`config.mk`:
```
export PLATFORM = sky130hd
export DESIGN_NAME = amw_async_read
export DESIGN_NICKNAME = d
export VERILOG_FILES = /design/src/hw/amw_pkg.sv /design/src/hw/amw_wait_if.sv /design/src/hw/amw_async_read.sv /design/src/hw/amw_wait_cnt.sv
export VERILOG_INCLUDE_DIRS = /design/src /design/src/hw
export SDC_FILE = /design/constraint.sdc
export NUM_CORES = 1
export LEC_CHECK = 0
export ABC_AREA = 1
export BUFFER_PORTS_ARGS = -buffer_cell sky130_fd_sc_hd__buf_4
export CAP_MARGIN = 0
export CORE_AREA = 2 2 92 161
export DETAILED_ROUTE_END_ITERATION = 16
export DIE_AREA = 0 0 94 163
export HOLD_SLACK_MARGIN = 0.05
export PLACE_DENSITY = 0.74
export SKIP_LAST_GASP = 1
export SYNTH_ARGS = -nofsm -noshare
export SYNTH_HDL_FRONTEND = slang
export SYNTH_SLANG_ARGS = --single-unit
export TNS_END_PERCENT = 20
```
`constraint.sdc`:
```
create_clock -name clk_sys_i -period 4.9 [get_ports clk_sys_i]
set_clock_uncertainty 0.1 [all_clocks]
set_input_delay 0.49 -clock clk_sys_i [delete_from_list [all_inputs] [get_ports clk_sys_i]]
set_output_delay 0.49 -clock clk_sys_i [all_outputs]
set_load 0.02 [all_outputs]
```
`src/hw/amw_map.svh`:
```
`ifndef AMW_MAP_SVH
`define AMW_MAP_SVH
// widths
`define AMW_DATA_W 32
`define AMW_ADDR_W 24
`define AMW_CS_W 2
`define AMW_CNT_W 8
// access timing and fixed values
`define AMW_SETUP_CYC 8'h02
`define AMW_STROBE_CYC 8'h04
`define AMW_ZERO_DATA 32'h0000_0000
`define AMW_ONE_CNT 8'h01
`endif

```
`src/hw/amw_pkg.sv`:
```
`default_nettype none
package amw_pkg;
  typedef enum logic [2:0] {
    AMW_IDLE   = 3'b000,
    AMW_SETUP  = 3'b001,
    AMW_STROBE = 3'b010,
    AMW_WAIT   = 3'b011,
    AMW_DONE   = 3'b100
  } amw_state_t;
  typedef enum logic [1:0] {
    AMW_TGT_ASYNC = 2'b00,
    AMW_TGT_SDRAM = 2'b01,
    AMW_TGT_REGS  = 2'b10
  } amw_target_t;
endpackage : amw_pkg
`default_nettype wire

```
`src/hw/amw_wait_if.sv`:
```
`timescale 1ns/1ps
`default_nettype none
`include "amw_map.svh"
// wait counter control between the sequencer and the counter
interface amw_wait_if;
  logic start;
  logic count_en;
  logic [`AMW_CNT_W-1:0] limit;
  logic expired;
  modport seq (output start, output count_en, output limit, input expired);
  modport cnt (input start, input count_en, input limit, output expired);
endinterface : amw_wait_if
`default_nettype wire

```
`src/hw/amw_async_read.sv`:
```
`timescale 1ns/1ps
`default_nettype none
`include "amw_map.svh"
module amw_async_read
  import amw_pkg::*;
#(
  parameter int NUM_CS = 4
) (
  input wire logic clk_sys_i,                    // system clock
  input wire logic reset_i,                      // async reset, high
  input wire logic req_i,                        // one-cycle access request
  input wire logic [1:0] req_target_i,           // async, sdram or register space
  input wire logic [`AMW_CS_W-1:0] req_cs_i,     // async chip select
  input wire logic [`AMW_ADDR_W-1:0] req_addr_i, // access address
  input wire logic [NUM_CS-1:0] ext_wait_en_i,   // extended wait per chip select
  input wire logic [`AMW_CNT_W-1:0] max_wait_i,  // extended wait cycle limit
  input wire logic [`AMW_DATA_W-1:0] sdram_rdata_i, // sdram read data, same domain
  input wire logic sdram_done_i,                 // sdram access finished
  input wire logic [`AMW_DATA_W-1:0] reg_rdata_i,   // register space data
  input wire logic [`AMW_DATA_W-1:0] mem_d_i,    // async data pins
  input wire logic mem_wait_i,                   // wait pin, active high
  output logic busy_o,                           // access in progress
  output logic ack_o,                            // one-cycle completion
  output logic [`AMW_DATA_W-1:0] rdata_o,        // read data
  output logic timeout_o,                        // held time-out error
  output logic sdram_req_o,                      // sdram access start pulse
  output logic mem_cs_n_o,                       // async chip select, low
  output logic [`AMW_CS_W-1:0] mem_cs_sel_o,     // selected chip select
  output logic mem_oe_n_o,                       // async output enable, low
  output logic [`AMW_ADDR_W-1:0] mem_a_o         // async address
);
  amw_wait_if wif ();
  amw_wait_cnt u_cnt (
    .clk_sys_i(clk_sys_i),
    .reset_i(reset_i),
    .ctl(wif.cnt)
  );

  // pin synchronisers; stage one feeds stage two only
  logic wait_s1, wait_s2;
  logic [`AMW_DATA_W-1:0] d_s1, d_s2;
  always_ff @(posedge clk_sys_i or posedge reset_i) begin
    if (reset_i) begin
      wait_s1 <= 1'b0;
      wait_s2 <= 1'b0;
      d_s1 <= '0;
      d_s2 <= '0;
    end else begin
      wait_s1 <= mem_wait_i;
      wait_s2 <= wait_s1;
      d_s1 <= mem_d_i;
      d_s2 <= d_s1;
    end
  end

  amw_state_t state, next_state;
  amw_target_t tgt, next_tgt;
  logic [`AMW_CS_W-1:0] cs, next_cs;
  logic ext_mode, next_ext_mode;
  logic [`AMW_CNT_W-1:0] tick, next_tick;
  logic [`AMW_ADDR_W-1:0] addr, next_addr;
  logic busy, next_busy;
  logic ack, next_ack;
  logic [`AMW_DATA_W-1:0] rdata, next_rdata;
  logic timeout, next_timeout;
  logic sreq, next_sreq;
  logic cs_n, next_cs_n;
  logic oe_n, next_oe_n;

  always_comb begin
    next_state = state;
    next_tgt = tgt;
    next_cs = cs;
    next_ext_mode = ext_mode;
    next_tick = tick;
    next_addr = addr;
    next_busy = busy;
    next_ack = 1'b0;
    next_rdata = rdata;
    next_timeout = timeout;
    next_sreq = 1'b0;
    next_cs_n = cs_n;
    next_oe_n = oe_n;
    wif.start = 1'b0;
    wif.count_en = 1'b0;
    wif.limit = max_wait_i;
    unique case (state)
      AMW_IDLE: begin
        if (req_i) begin
          next_tgt = amw_target_t'(req_target_i);
          next_cs = req_cs_i;
          next_addr = req_addr_i;
          next_busy = 1'b1;
          next_ext_mode = ext_wait_en_i[req_cs_i];
          wif.start = 1'b1;
          next_tick = '0;
          if (req_target_i == AMW_TGT_SDRAM) begin
            next_sreq = 1'b1;
            next_state = AMW_WAIT;
          end else if (req_target_i == AMW_TGT_REGS) begin
            next_state = AMW_DONE;
          end else begin
            next_cs_n = 1'b0;
            next_state = AMW_SETUP;
          end
        end
      end
      AMW_SETUP: begin
        next_tick = tick + `AMW_ONE_CNT;
        if (tick + `AMW_ONE_CNT >= `AMW_SETUP_CYC) begin
          next_tick = '0;
          next_oe_n = 1'b0;
          next_state = AMW_STROBE;
        end
      end
      AMW_STROBE: begin
        // strobe floor covers the two-stage wait sync delay
        next_tick = tick + `AMW_ONE_CNT;
        if (tick + `AMW_ONE_CNT >= `AMW_STROBE_CYC) begin
          next_state = AMW_WAIT;
        end
      end
      AMW_WAIT: begin
        if (tgt == AMW_TGT_SDRAM) begin
          if (sdram_done_i) begin
            next_rdata = sdram_rdata_i;
            next_timeout = 1'b0;
            next_state = AMW_DONE;
          end
        end else if (wif.expired) begin
          next_rdata = `AMW_ZERO_DATA;
          next_timeout = 1'b1;
          next_cs_n = 1'b1;
          next_oe_n = 1'b1;
          next_state = AMW_DONE;
        end else if (ext_mode && wait_s2) begin
          wif.count_en = 1'b1;
        end else begin
          next_rdata = d_s2;
          next_timeout = 1'b0;
          next_cs_n = 1'b1;
          next_oe_n = 1'b1;
          next_state = AMW_DONE;
        end
      end
      AMW_DONE: begin
        if (tgt == AMW_TGT_REGS) begin
          next_rdata = reg_rdata_i;
        end
        next_ack = 1'b1;
        next_busy = 1'b0;
        next_state = AMW_IDLE;
      end
      default: begin
        next_state = AMW_IDLE;
        next_busy = 1'b0;
        next_cs_n = 1'b1;
        next_oe_n = 1'b1;
      end
    endcase
  end

  always_ff @(posedge clk_sys_i or posedge reset_i) begin
    if (reset_i) begin
      state <= AMW_IDLE;
      tgt <= AMW_TGT_ASYNC;
      cs <= '0;
      ext_mode <= 1'b0;
      tick <= '0;
      addr <= '0;
      busy <= 1'b0;
      ack <= 1'b0;
      rdata <= '0;
      timeout <= 1'b0;
      sreq <= 1'b0;
      cs_n <= 1'b1;
      oe_n <= 1'b1;
    end else begin
      state <= next_state;
      tgt <= next_tgt;
      cs <= next_cs;
      ext_mode <= next_ext_mode;
      tick <= next_tick;
      addr <= next_addr;
      busy <= next_busy;
      ack <= next_ack;
      rdata <= next_rdata;
      timeout <= next_timeout;
      sreq <= next_sreq;
      cs_n <= next_cs_n;
      oe_n <= next_oe_n;
    end
  end

  assign busy_o = busy;
  assign ack_o = ack;
  assign rdata_o = rdata;
  assign timeout_o = timeout;
  assign sdram_req_o = sreq;
  assign mem_cs_n_o = cs_n;
  assign mem_cs_sel_o = cs;
  assign mem_oe_n_o = oe_n;
  assign mem_a_o = addr;
endmodule : amw_async_read
`default_nettype wire

```
`src/hw/amw_wait_cnt.sv`:
```
`timescale 1ns/1ps
`default_nettype none
`include "amw_map.svh"
module amw_wait_cnt
  import amw_pkg::*;
(
  input wire logic clk_sys_i, // system clock
  input wire logic reset_i,   // async reset, high
  amw_wait_if.cnt ctl         // counter control
);
  logic [`AMW_CNT_W-1:0] count;
  logic [`AMW_CNT_W-1:0] next_count;
  logic expired;
  logic next_expired;

  always_comb begin
    next_count = count;
    next_expired = expired;
    if (ctl.start) begin
      next_count = '0;
      next_expired = 1'b0;
    end else if (ctl.count_en && !expired) begin
      next_count = count + `AMW_ONE_CNT;
      if (count >= ctl.limit) begin
        next_expired = 1'b1;
      end
    end
  end

  always_ff @(posedge clk_sys_i or posedge reset_i) begin
    if (reset_i) begin
      count <= '0;
      expired <= 1'b0;
    end else begin
      count <= next_count;
      expired <= next_expired;
    end
  end

  assign ctl.expired = expired;
endmodule : amw_wait_cnt
`default_nettype wire

```
After elaboration in Yosys (flattened, before gate mapping)
Index checks and enable logic that the tools add are counted.

storage, ports and cells
  flip-flop bits (word level) = 153
  bits in latches = 0
  bits in writable memories = 0
  bits in read-only memories = 0
  input port bits = 141
  output and inout bits = 64
  word-level logic and storage cells = 119
  memories kept = 0

cells by class
  $add $sub $neg = 2
  multipliers = 0
  divide/modulo/power cells = 0
  $lt $le $gt $ge = 4
  equality and inequality tests = 20
  shifts and indexed selects = 0
  multiplexer cells = 51
  bitwise operators = 3
  reductions and logical operators = 20

operator list
  kind                                                                      number
  32-bit 2-to-1 mux                                                         5
  32-bit case mux with 2 select lines                                       1
  8-bit 2-to-1 mux                                                          4
  3-bit 2-to-1 mux                                                          9
  1-bit 2-to-1 mux                                                          26
  8-bit case mux with 3 select lines                                        1
  8-bit by 1-bit adder with 8-bit output (second input constant)            2
  2-bit inequality test (second input constant)                             8
  3-bit case mux with 4 select lines                                        1
  3-bit OR reduction                                                        3
  8-bit by 2-bit >= comparator with 1-bit output (second input constant)    1
  8-bit by 3-bit >= comparator with 1-bit output (second input constant)    1
  8-bit >= comparator                                                       1
  2-bit AND reduction                                                       4
  4-bit AND reduction                                                       2
  3-bit by 2-bit == test with 1-bit output (second input constant)          2
  3-bit by 2-bit inequality test with 1-bit output (second input constant)  2
  1-bit case mux with 3 select lines                                        2
  6-bit AND reduction                                                       1
  2-bit nonzero test                                                        3
  5-bit AND reduction                                                       1
  2-bit by 1-bit == test with 1-bit output (second input constant)          2
  2-bit == test (second input constant)                                     2
  4-bit by 3-bit inequality test with 1-bit output (second input constant)  1
  12 further kinds                                                          15

Logic depth before layout (Yosys ltp)
Gate-level depths: netlist of run 1.

  word-level depth = 8
  gate-level depth with buffers = 12
  gate-level depth less buffers = 12

Hierarchy
From an unflattened synthesis of run 1, not the netlist that was laid out.

second synthesis, totals
  cells, all modules = 673
  area total of the unflattened synthesis = 6276.0 sq um

by module, submodules not included
  module          times used  cells an instance  area each (sq um)
  amw_async_read  1           581                5607.9
  amw_wait_cnt    1           92                 668.1

Worst setup path after synthesis of run 1
Ideal clock, no wire load.

  path kind = flip-flop to flip-flop
  start point = reg state[0]
  end point = reg rdata[10], in the netlist rdata_o[10]
  library setup time = 0.082 ns
  arrival time = 1.419 ns
  data required time = 4.718 ns
  setup slack = 3.299 ns
  cell stages (with the launch flop) = 7
  buffers on the path = 1
  path through = dfrtp_1 -> nor2_1 -> nand2_1 -> o31ai_4 -> buf_4 -> nor2_1 -> a31oi_1

between the ends
  longest elaborated chain between the ends = 3
  elaborated cells on any way between the ends = 8

ends and longest elaborated chain
  element                                                                                          line                   text
  from (decl)                                                                                      amw_async_read.sv:56   amw_state_t state, next_state;
  from (signal assigned)                                                                           amw_async_read.sv:179  state <= next_state;
  3-bit by 2-bit == test with 1-bit output or 3-bit == test (tied branches)                        amw_async_read.sv:87   unique case (state)
  4-bit by 3-bit inequality test with 1-bit output (no source line), or another cell as far along  n/a
  4-bit AND reduction (no source line)                                                             n/a
  to (signal assigned)                                                                             amw_async_read.sv:187  rdata <= next_rdata;
  to (decl)                                                                                        amw_async_read.sv:64   logic [`AMW_DATA_W-1:0] rdata, next_rdata;

Parallel ways exist; a longest one is shown, timed or not.
A chain may end at the register's enable or synchronous reset.

Worst setup path in the final report of run 1
  start point = reg state[0]
  end point = reg rdata[29], in the netlist rdata_o[29]

Same word-level chain as after synthesis.

==> flow_summary.json, run 1 <==
{
  "cp_cell_sequence": "nor2_1 > nand2_1 > buf_4 > inv_1 > nand2_1 > a31oi_1",
  "use_met3_pct": 5.88,
  "start_util_pct": 43.9,
  "p_leak_uw": 0.00427,
  "peakVddDrop_mv": 0.348,
  "crit_top_cell": "nand2_1",
  "numCtsBuffers": 17,
  "ys_seq_area_share_pct": 61.6,
  "path_clk_slew_ps": 70,
  "synthAdderAreaFrac_pct": 2.21,
  "vias_per_cell": 4.82,
  "io_pins": 205,
  "rsz0062_at_grt": "no",
  "muxShareOfSynthArea_pct": 0,
  "io_buffers": 204,
  "p_per_area_nw_per_um2": 578,
  "post-dp-hpwl_mm": 10.3,
  "worstPathArrival_ps": 2950,
  "critPathSlowestCell": "inv_1",
  "yosysTopAreaCell": "dfrtp_1",
  "n_fill_cell": 1255,
  "period_minus_slack_ps": 2710,
  "cts_tree": "done",
  "worst-setup-path-type": "flop to flop",
  "crit_family": "buffers and inverters",
  "yosys.area_share.simple_pct": 20.8,
  "synth_top_area_share_pct": 60.8,
  "setup_tns_ps": 0,
  "syn_avg_cell_area_um2": 9.31,
  "placementRows": 58,
  "detail_route.first_pass.iterations": 4,
  "ant_nets": 0,
  "hold_class": "primary input to flop",
  "final_layout_size_suffix_gt1_share_pct": 28.1,
  "slowest_delay_ps": 720,
  "antenna_found_initial": 0,
  "synth_cell_types": 30,
  "synth_fp_nets": 820,
  "vias": 5109,
  "wirelength_mm": 14.5,
  "synth_xor_area_share_pct": 0.282,
  "gr-usage-met2_pct": 33.3,
  "diodes": 0,
  "synth_compound_area_share_pct": 10.3,
  "use_met1_pct": 23.1,
  "dieArea_um2": 15300,
  "dieWidth_um": 94,
  "chipHeight_um": 163,
  "area_delta_synth_final_pct": 36.0,
  "htree_levels": 4,
  "synth.area.top_cells": "dfrtp_1 61%, nand2_1 14%, o211ai_1 4.0%",
  "synth_seq_cells": 153,
  "cts-root-buf": "clkbuf_16",
  "period_share_pct": 55.4,
  "synth_ff_type": "dfrtp_1",
  "synth_area_um2": 6220,
  "status": "finished, final reports clean",
  "gp_congestion": 0.809,
  "synth-edff-count": 0,
  "drt_iter0_markers": 212,
  "grt-ovfl-total": 0,
  "setup_viol": 0,
  "grt_busiest_layer": "met2",
  "slew_violations": 0,
  "end_kind": "flop",
  "cap_violations": 0,
  "drc": 0,
  "worst_slew_pin_slew_ps": 1100,
  "max_freq_mhz": 368,
  "async_flop_share_pct": 100,
  "synth_top_family_by_area": "simple AND/OR/NAND/NOR gates",
  "clk_latency_ps": 420,
  "core_area_um2": 14200,
  "cts_sinks": 153,
  "final_hold_viol_count": 0,
  "grt_pass1_wl_mm": 23.6,
  "crit_required_ps": 5140,
  "total_power_uw": 4880,
  "yosys_warnings": 0,
  "max-slew-margin-rel_pct": 26.5,
  "critical_path_buf_inv_count": 2,
  "grtUsageTotal_pct": 20.0,
  "synthCells": 668,
  "grt_pass1_vias": 5075,
  "fin_nets": 1019,
  "grt_start_max_net_pins": 120,
  "wl_per_cell_um": 13.7,
  "cts_buffer_depth": 2,
  "start_kind": "flop",
  "worstPathMaxFanout": 33
}
==> registers in the layout, summed over array words and instances, names as in the netlist <==
register / cells
d_s1: 32
d_s2: 32
rdata_o: 32
mem_a_o: 24
tick: 8
u_cnt.count: 8
state: 3
mem_cs_sel_o: 2
tgt: 2
ack_o: 1
busy_o: 1
ext_mode: 1
mem_cs_n_o: 1
mem_oe_n_o: 1
sdram_req_o: 1
timeout_o: 1
u_cnt.ctl.expired: 1
wait_s1: 1
wait_s2: 1
==> report_power, final <==
group          total, uW  internal, uW  switching, uW
logic               1870           741           1130
registers           1780          1590            185
clock network       1230           670            563
total               4880          3000           1880
==> layout by cell type, fill, tap and decap left out, drive strengths merged <==
| master | instances |
|---|---|
| o31ai | 2 |
| buf | 208 |
| or2 | 1 |
| xor2 | 1 |
| clkbuf | 18 |
| dfrtp | 151 |
| o2111ai | 1 |
| o22ai | 2 |
| dfstp | 2 |
| clkinvlp | 2 |
| o21ai | 17 |
| nand3b | 1 |
| nand3 | 19 |
| ha | 11 |
| clkinv | 6 |
| nor2 | 62 |
| a21oi | 9 |
| inv | 50 |
| o41ai | 1 |
| a31oi | 33 |
| o211ai | 33 |
| xnor2 | 1 |
| nand4 | 1 |
| nand2 | 239 |
| nor3b | 1 |
| nor3 | 7 |
| dlygate4sd3 | 1 |
==> stage by stage <==
| stage | cells | cell area, um^2 | setup slack [ps] | utilization, % | hold slack, ps |
|---|---|---|---|---|---|
| finish | 1060 | 8460 | 2190 | 59.8 | 74.2 |
| global route | 1060 | 8460 | 1870 | 59.8 | 54.1 |
| CTS | 1059 | 8450 | 2150 | 59.7 | 54.6 |
| detailed placement | 1027 | 7880 | 2160 | 55.7 | 235 |
| global placement | 1027 | 7880 | 2230 | 55.7 | 232 |
| floorplan | 668 | 6220 | 192 | - | 231 |
==> logic make-up (layout without fill, tap and decap cells) <==
kind of cell             Yosys count  after routing
flip-flops                       153            153
XOR/XNOR                           2              2
AO/OA/AOI/OAI                     98             98
adder cells (fa/ha/maj)           11             11
buffers and inverters             73            285
AND/OR/NAND/NOR                  331            331
==> cells in the mapped netlist, drive strengths merged (2+ instances only) <==
cell type	count
nand2	239
dfrtp	151
nor2	62
inv	43
a31oi	33
o211ai	33
clkbuf	21
nand3	19
o21ai	17
ha	11
a21oi	9
buf	8
nor3	7
dfstp	2
o22ai	2
o31ai	2
==> final cells by class <==
type | instances | area (um^2) | share of cell area (%)
sequential | 153 | 3830 | 45.3
clock buffer | 18 | 429 | 5.08
inverter | 44 | 170 | 2.01
timing repair buffer | 209 | 1570 | 18.6
clock inverter | 14 | 133 | 1.57
tap | 180 | 225 | 2.66
multi-input combinational | 442 | 2100 | 24.8
==> metal layers <==
metal	part of all wire, %	wire [um]	vias up
met5	0	0	-
met4	3.5	512	0
met2	52	7520	190
li1	-	-	2572
met3	6.7	968	35
met1	38	5540	2312
==> repair_timing <==
item | 4_1_cts | 5_1_grt
gates resized for setup | 0 | 0
buffers inserted | 0 | 0
hold buffers | 0 | 1
endpoints found under the hold margin | 0 | 1
==> path summary, 6_finish.rpt <==
path / start / to / slack (ps) / depth (start not counted)
setup / recovery: state[0] / rdata_o[29] / 2190 / 6
hold / removal: mem_d_i[5] / d_s1[5] / 70 / 1
setup reg to reg: state[0] / rdata_o[29] / 2190 / 6
hold reg to reg: d_s1[31] / d_s2[31] / 240 / 0
max in group asynchronous: reset_i / d_s1[11] / 3460 / 3
min in group asynchronous: reset_i / d_s1[0] / 210 / 2
Power figures use the tool's default switching activity.
==> run 2, diff against run 1 <==
- clock period: 4.9 -> 2.32 ns (I/O delays scaled with it)
==> run 2 against run 1 <==
Via count is 14% higher; first-iteration DRC count is 63% higher; worst hold slack worse by 28 ps; power is 120% higher; register-to-register slack worse by 2000 ps; worst setup slack worse by 2000 ps; combinational power is 140% higher; flip-flop and latch count stayed put; global-route usage is 2.9 points higher; sequential power is 110% higher; sequential share of layout area is 5.3 points lower; critical path type unchanged.
==> flow_summary.json, run 2 (synthesis gave the netlist of run 1 again) <==
{
  "total_power_uw": 10900,
  "p_per_area_nw_per_um2": 1130,
  "critical_path_depth": 9,
  "final_common_cell": "nand2_1",
  "cap_violations": 0,
  "rr_startpoint": "tgt[1]",
  "rsz0062_at_grt": "no",
  "ant_nets": 0,
  "final_layout_size_suffix_gt1_share_pct": 26.6,
  "numCtsBuffers": 17,
  "io_buffers": 204,
  "detail_route.first_pass.iterations": 5,
  "peakVddDrop_mv": 0.824,
  "drc": 0,
  "diodes": 0,
  "gp_congestion": 0.841,
  "slew_violations": 0,
  "post-dp-hpwl_mm": 11.1,
  "wirelength_mm": 17.8,
  "fin_nets": 1130,
  "worst_slew_pin_slew_ps": 1040,
  "setup_tns_ps": 0,
  "worstPathArrival_ps": 2280,
  "end_kind": "flop",
  "cts_buffer_depth": 2,
  "max-slew-margin-rel_pct": 30.0,
  "max_freq_mhz": 469,
  "fin_ws_ps": 188,
  "worstPathMaxFanout": 9,
  "status": "finished, final reports clean",
  "cp_cell_sequence": "inv_1 > nand2_2 > or2_0 > nand3_1 > o31ai_4 > buf_4 > buf_4 > nor2_1 > a31oi_1",
  "final_hold_viol_count": 0,
  "grt_pass1_wl_mm": 27.3,
  "chipHeight_um": 163,
  "setup_viol": 0,
  "vias": 5848,
  "final_cell_mix": "238 x nand2_1, 219 x buf_4, 151 x dfrtp_1, 96 x dlygate4sd3_1, 61 x nor2_1",
  "grt_pass1_vias": 5935,
  "area_delta_synth_final_pct": 54.1,
  "dieWidth_um": 94,
  "reg2reg_depth": 9,
  "dieArea_um2": 15300,
  "io_pins": 205,
  "path_clk_slew_ps": 70,
  "cts_sinks": 153,
  "critical_path_buf_inv_count": 3,
  "grtUsageTotal_pct": 22.9,
  "start_util_pct": 43.9,
  "start_kind": "flop",
  "worst-setup-path-type": "flop to flop",
  "grt_start_max_net_pins": 66,
  "wl_per_cell_um": 15.2,
  "reg2reg_to": "rdata_o[8]",
  "core_area_um2": 14200,
  "vias_per_cell": 5.00,
  "cts-root-buf": "clkbuf_16",
  "cts.repair.resized": 0,
  "crit_top_cell": "buf_4",
  "crit_family": "simple AND/OR/NAND/NOR gates",
  "htree_levels": 4,
  "period_minus_slack_ps": 2130,
  "pre_cts_ws_ps": 30.2,
  "startpoint": "tgt[1]",
  "grt-ovfl-total": 0,
  "slowest_delay_ps": 380,
  "hold_class": "primary input to flop",
  "clk_latency_ps": 420,
  "period_share_pct": 91.9,
  "r2r_slack_ps": 190,
  "placementRows": 58,
  "crit_end": "rdata_o[8]",
  "p_leak_uw": 0.00474,
  "crit_required_ps": 2470,
  "critPathSlowestCell": "dfrtp_1",
  "antenna_found_initial": 0,
  "drt_iter0_markers": 345,
  "cts_tree": "done"
}
[run 2: power by group]
group	leakage (uW)	switching [uW]	total (uW)	internal (uW)
combinational	0.00266	2640	4440	1800
sequential	0.00183	420	3790	3370
clock	0.000253	1150	2640	1490
[run 2: cell type report]
class	count	area, um^2
clock buffer	17	425
fill	1071	4570
multi-input combinational	443	2110
sequential	153	3830
clock inverter	14	138
inverter	44	169
tap	180	225
timing repair buffer	319	2690
[run 2: how the worst min path moves through the flow]
stage / endpoint / cells after the start / start
2_1_floorplan: d_s1[0] / 0 / mem_d_i[0]
3_3_place_gp: d_s2[22] / 2 / reset_i
3_5_place_dp: d_s1[20] / 2 / reset_i
4_1_cts: tgt[0] / 3 / req_target_i[0]
5_1_grt: tgt[0] / 3 / req_target_i[0]
6_report: tgt[0] / 3 / req_target_i[0]
[run 2: metal layers]
layer / track usage (%) / part of all wire (%) / up-vias
li1: - / - / 2792
met4: 11.1 / 3.7 / 0
met1: 24.6 / 36 / 2753
met2: 41.3 / 54 / 251
met5: 0 / 0 / -
met3: 5.37 / 6.1 / 52
[run 2: metrics by stage]
| stage | hold slack, ps | instance area (um^2) | utilization, % | instances |
|---|---|---|---|---|
| after CTS | 54.2 | 9520 | 67.3 | 1163 |
| after floorplan | 163 | 6220 | - | 668 |
| after global routing | 60.3 | 9580 | 67.7 | 1170 |
| after global placement | 212 | 8000 | 56.5 | 1036 |
| after detailed placement | 218 | 8000 | 56.5 | 1036 |
| final | 46.6 | 9580 | 67.7 | 1170 |
[run 2: timing repair]
item / CTS / global route
setup buffers: 0 / 6
hold buffers: 96 / 0
setup endpoints to repair: 0 / 19
endpoints found under the hold margin: 113 / 0
[run 2: worst register-to-register path, stage by stage (launching register included)]
cell     delay [ps]
dfrtp_1         380
inv_1           220
nand2_2         110
or2_0           230
nand3_1         260
o31ai_4         160
buf_4           200
buf_4           150
nor2_1          100
a31oi_1          50
==> run 3, diff against run 2 <==
==> constraint.sdc (replaced) <==
create_clock -name clk_sys_i -period 2.32 [get_ports clk_sys_i]
set_clock_uncertainty 0.1 [all_clocks]
set_input_delay 0.116 -clock clk_sys_i [delete_from_list [all_inputs] [get_ports clk_sys_i]]
set_output_delay 0.116 -clock clk_sys_i [all_outputs]
set_load 0.02 [all_outputs]
==> run 3 against run 2 <==
Global-route usage increased by 1.4 points; die area is the same; first-iteration DRC count shrank 15%; combinational power hardly changed; non-clock buffer count increased by 29; critical endpoint is now rdata_o[25]; largest cell class unchanged; highest routed layer unchanged.
==> flow_summary.json, run 3 (synthesis gave the netlist of run 1 again) <==
{
  "ant_nets": 0,
  "max-slew-margin-rel_pct": 34.6,
  "hold_class": "primary input to flop",
  "dieWidth_um": 94,
  "clk_latency_ps": 410,
  "numCtsBuffers": 17,
  "placementRows": 58,
  "cts_sinks": 153,
  "final_layout_size_suffix_gt1_share_pct": 25.1,
  "slew_violations": 0,
  "core_area_um2": 14200,
  "end_kind": "flop",
  "post-dp-hpwl_mm": 11.0,
  "p_per_area_nw_per_um2": 1090,
  "cts.repair.resized": 0,
  "setup_viol": 0,
  "grt_pass1_vias": 6302,
  "area_delta_synth_final_pct": 59.0,
  "vias": 6000,
  "placed_cells": 1034,
  "final_hold_viol_count": 0,
  "period_share_pct": 89.6,
  "dieArea_um2": 15300,
  "grtUsageTotal_pct": 24.3,
  "antenna_found_initial": 0,
  "grt_start_max_net_pins": 70,
  "gp_congestion": 0.871,
  "max_freq_mhz": 481,
  "peakVddDrop_mv": 0.791,
  "start_util_pct": 43.9,
  "status": "finished, final reports clean",
  "crit_required_ps": 2540,
  "cts_tree": "done",
  "io_pins": 205,
  "hold_ws_ps": 216,
  "path_clk_slew_ps": 70,
  "worst_slew_pin_slew_ps": 975,
  "detail_route.first_pass.iterations": 6,
  "htree_levels": 4,
  "drt_iter0_markers": 292,
  "final_common_cell": "nand2_1",
  "grt_pass1_wl_mm": 28.9,
  "worstPathMaxFanout": 34,
  "cts-root-buf": "clkbuf_16",
  "chipHeight_um": 163,
  "grt-ovfl-total": 0,
  "fin_cells": 1201,
  "cts_buffer_depth": 2,
  "worst-setup-path-type": "flop to flop",
  "p_leak_uw": 0.00488,
  "start_kind": "flop",
  "setup_tns_ps": 0,
  "wl_per_cell_um": 15.3,
  "rsz0062_at_grt": "no",
  "cap_violations": 0,
  "final_cell_mix": "238 x nand2_1, 212 x buf_4, 151 x dfrtp_1, 132 x dlygate4sd3_1, 61 x nor2_1",
  "period_minus_slack_ps": 2080,
  "drc": 0,
  "worstPathArrival_ps": 2300,
  "fin_nets": 1159,
  "wirelength_mm": 18.4,
  "io_buffers": 204,
  "vias_per_cell": 5.00
}
[run 3: cell types whose count changed in the layout (fill, tap and decap cells not counted)]
cell	previous run	this run
clkinvlp_4	8	1
dlygate4sd3_1	96	132
diode_2	0	1
clkbuf_1	0	1
bufinv_16	1	0
inv_6	5	8
buf_4	219	212
clkinv_4	0	5
[run 3: timing repair]
action,in CTS,in global routing
endpoints found under the hold margin,119,0
setup buffers,0,1
endpoints found under the setup margin,0,19
hold buffers,132,0
[run 3: path summary, 6_finish.rpt]
kind	end	startpoint	depth (start not counted)	slack, ps
max in group asynchronous	d_s2[11]	reset_i	4	1160
min in group asynchronous	u_cnt.count[3]	reset_i	3	230
hold / removal	u_cnt.ctl.expired	max_wait_i[0]	6	220
hold reg to reg	d_s2[8]	d_s1[8]	0	240
setup / recovery	rdata_o[25]	state[1]	7	240
setup reg to reg	rdata_o[25]	state[1]	7	240
[run 3: layout make-up]
type	instances	area, um^2
Fill cell	1018	4270
Sequential cell	153	3830
Timing Repair Buffer	348	2990
Multi-Input combinational cell	443	2110
Clock buffer	18	429
Tap cell	180	225
Inverter	44	169
Clock inverter	14	125
Antenna cell	1	2.50
[run 3: worst max-delay path, stage by stage, from the launching register on]
cell,delay (ps)
dfrtp_1,400
nor2_1,130
nand2_1,200
buf_4,340
inv_1,90
buf_4,340
nand2_1,110
a31oi_1,240
[run 3: metrics by stage]
step | area (um^2) | util [%] | power, uW | setup WS [ps]
after CTS | 9860 | 69.7 | 10700 | 41.1
after global placement | 7990 | 56.4 | 7840 | 141
after global routing | 9880 | 69.8 | 11500 | 23.8
after detailed placement | 7990 | 56.4 | 7930 | 51.9
final | 9880 | 69.8 | 10800 | 242
after floorplan | 6220 | - | 6310 | 175
[run 3: per-layer routing]
metal	global-route usage, %	share of wire [%]
met5	0	0
met4	11.9	2.9
met3	5.92	6.0
met2	44.2	55
met1	25.6	36
[run 3: power by group]
group          switching, uW  internal, uW  leakage (uW)  total, uW
Combinational           2650          1800       0.00278       4450
Clock                   1170          1410      0.000274       2590
Sequential               421          3370       0.00183       3790
Total                   4240          6580       0.00488      10800
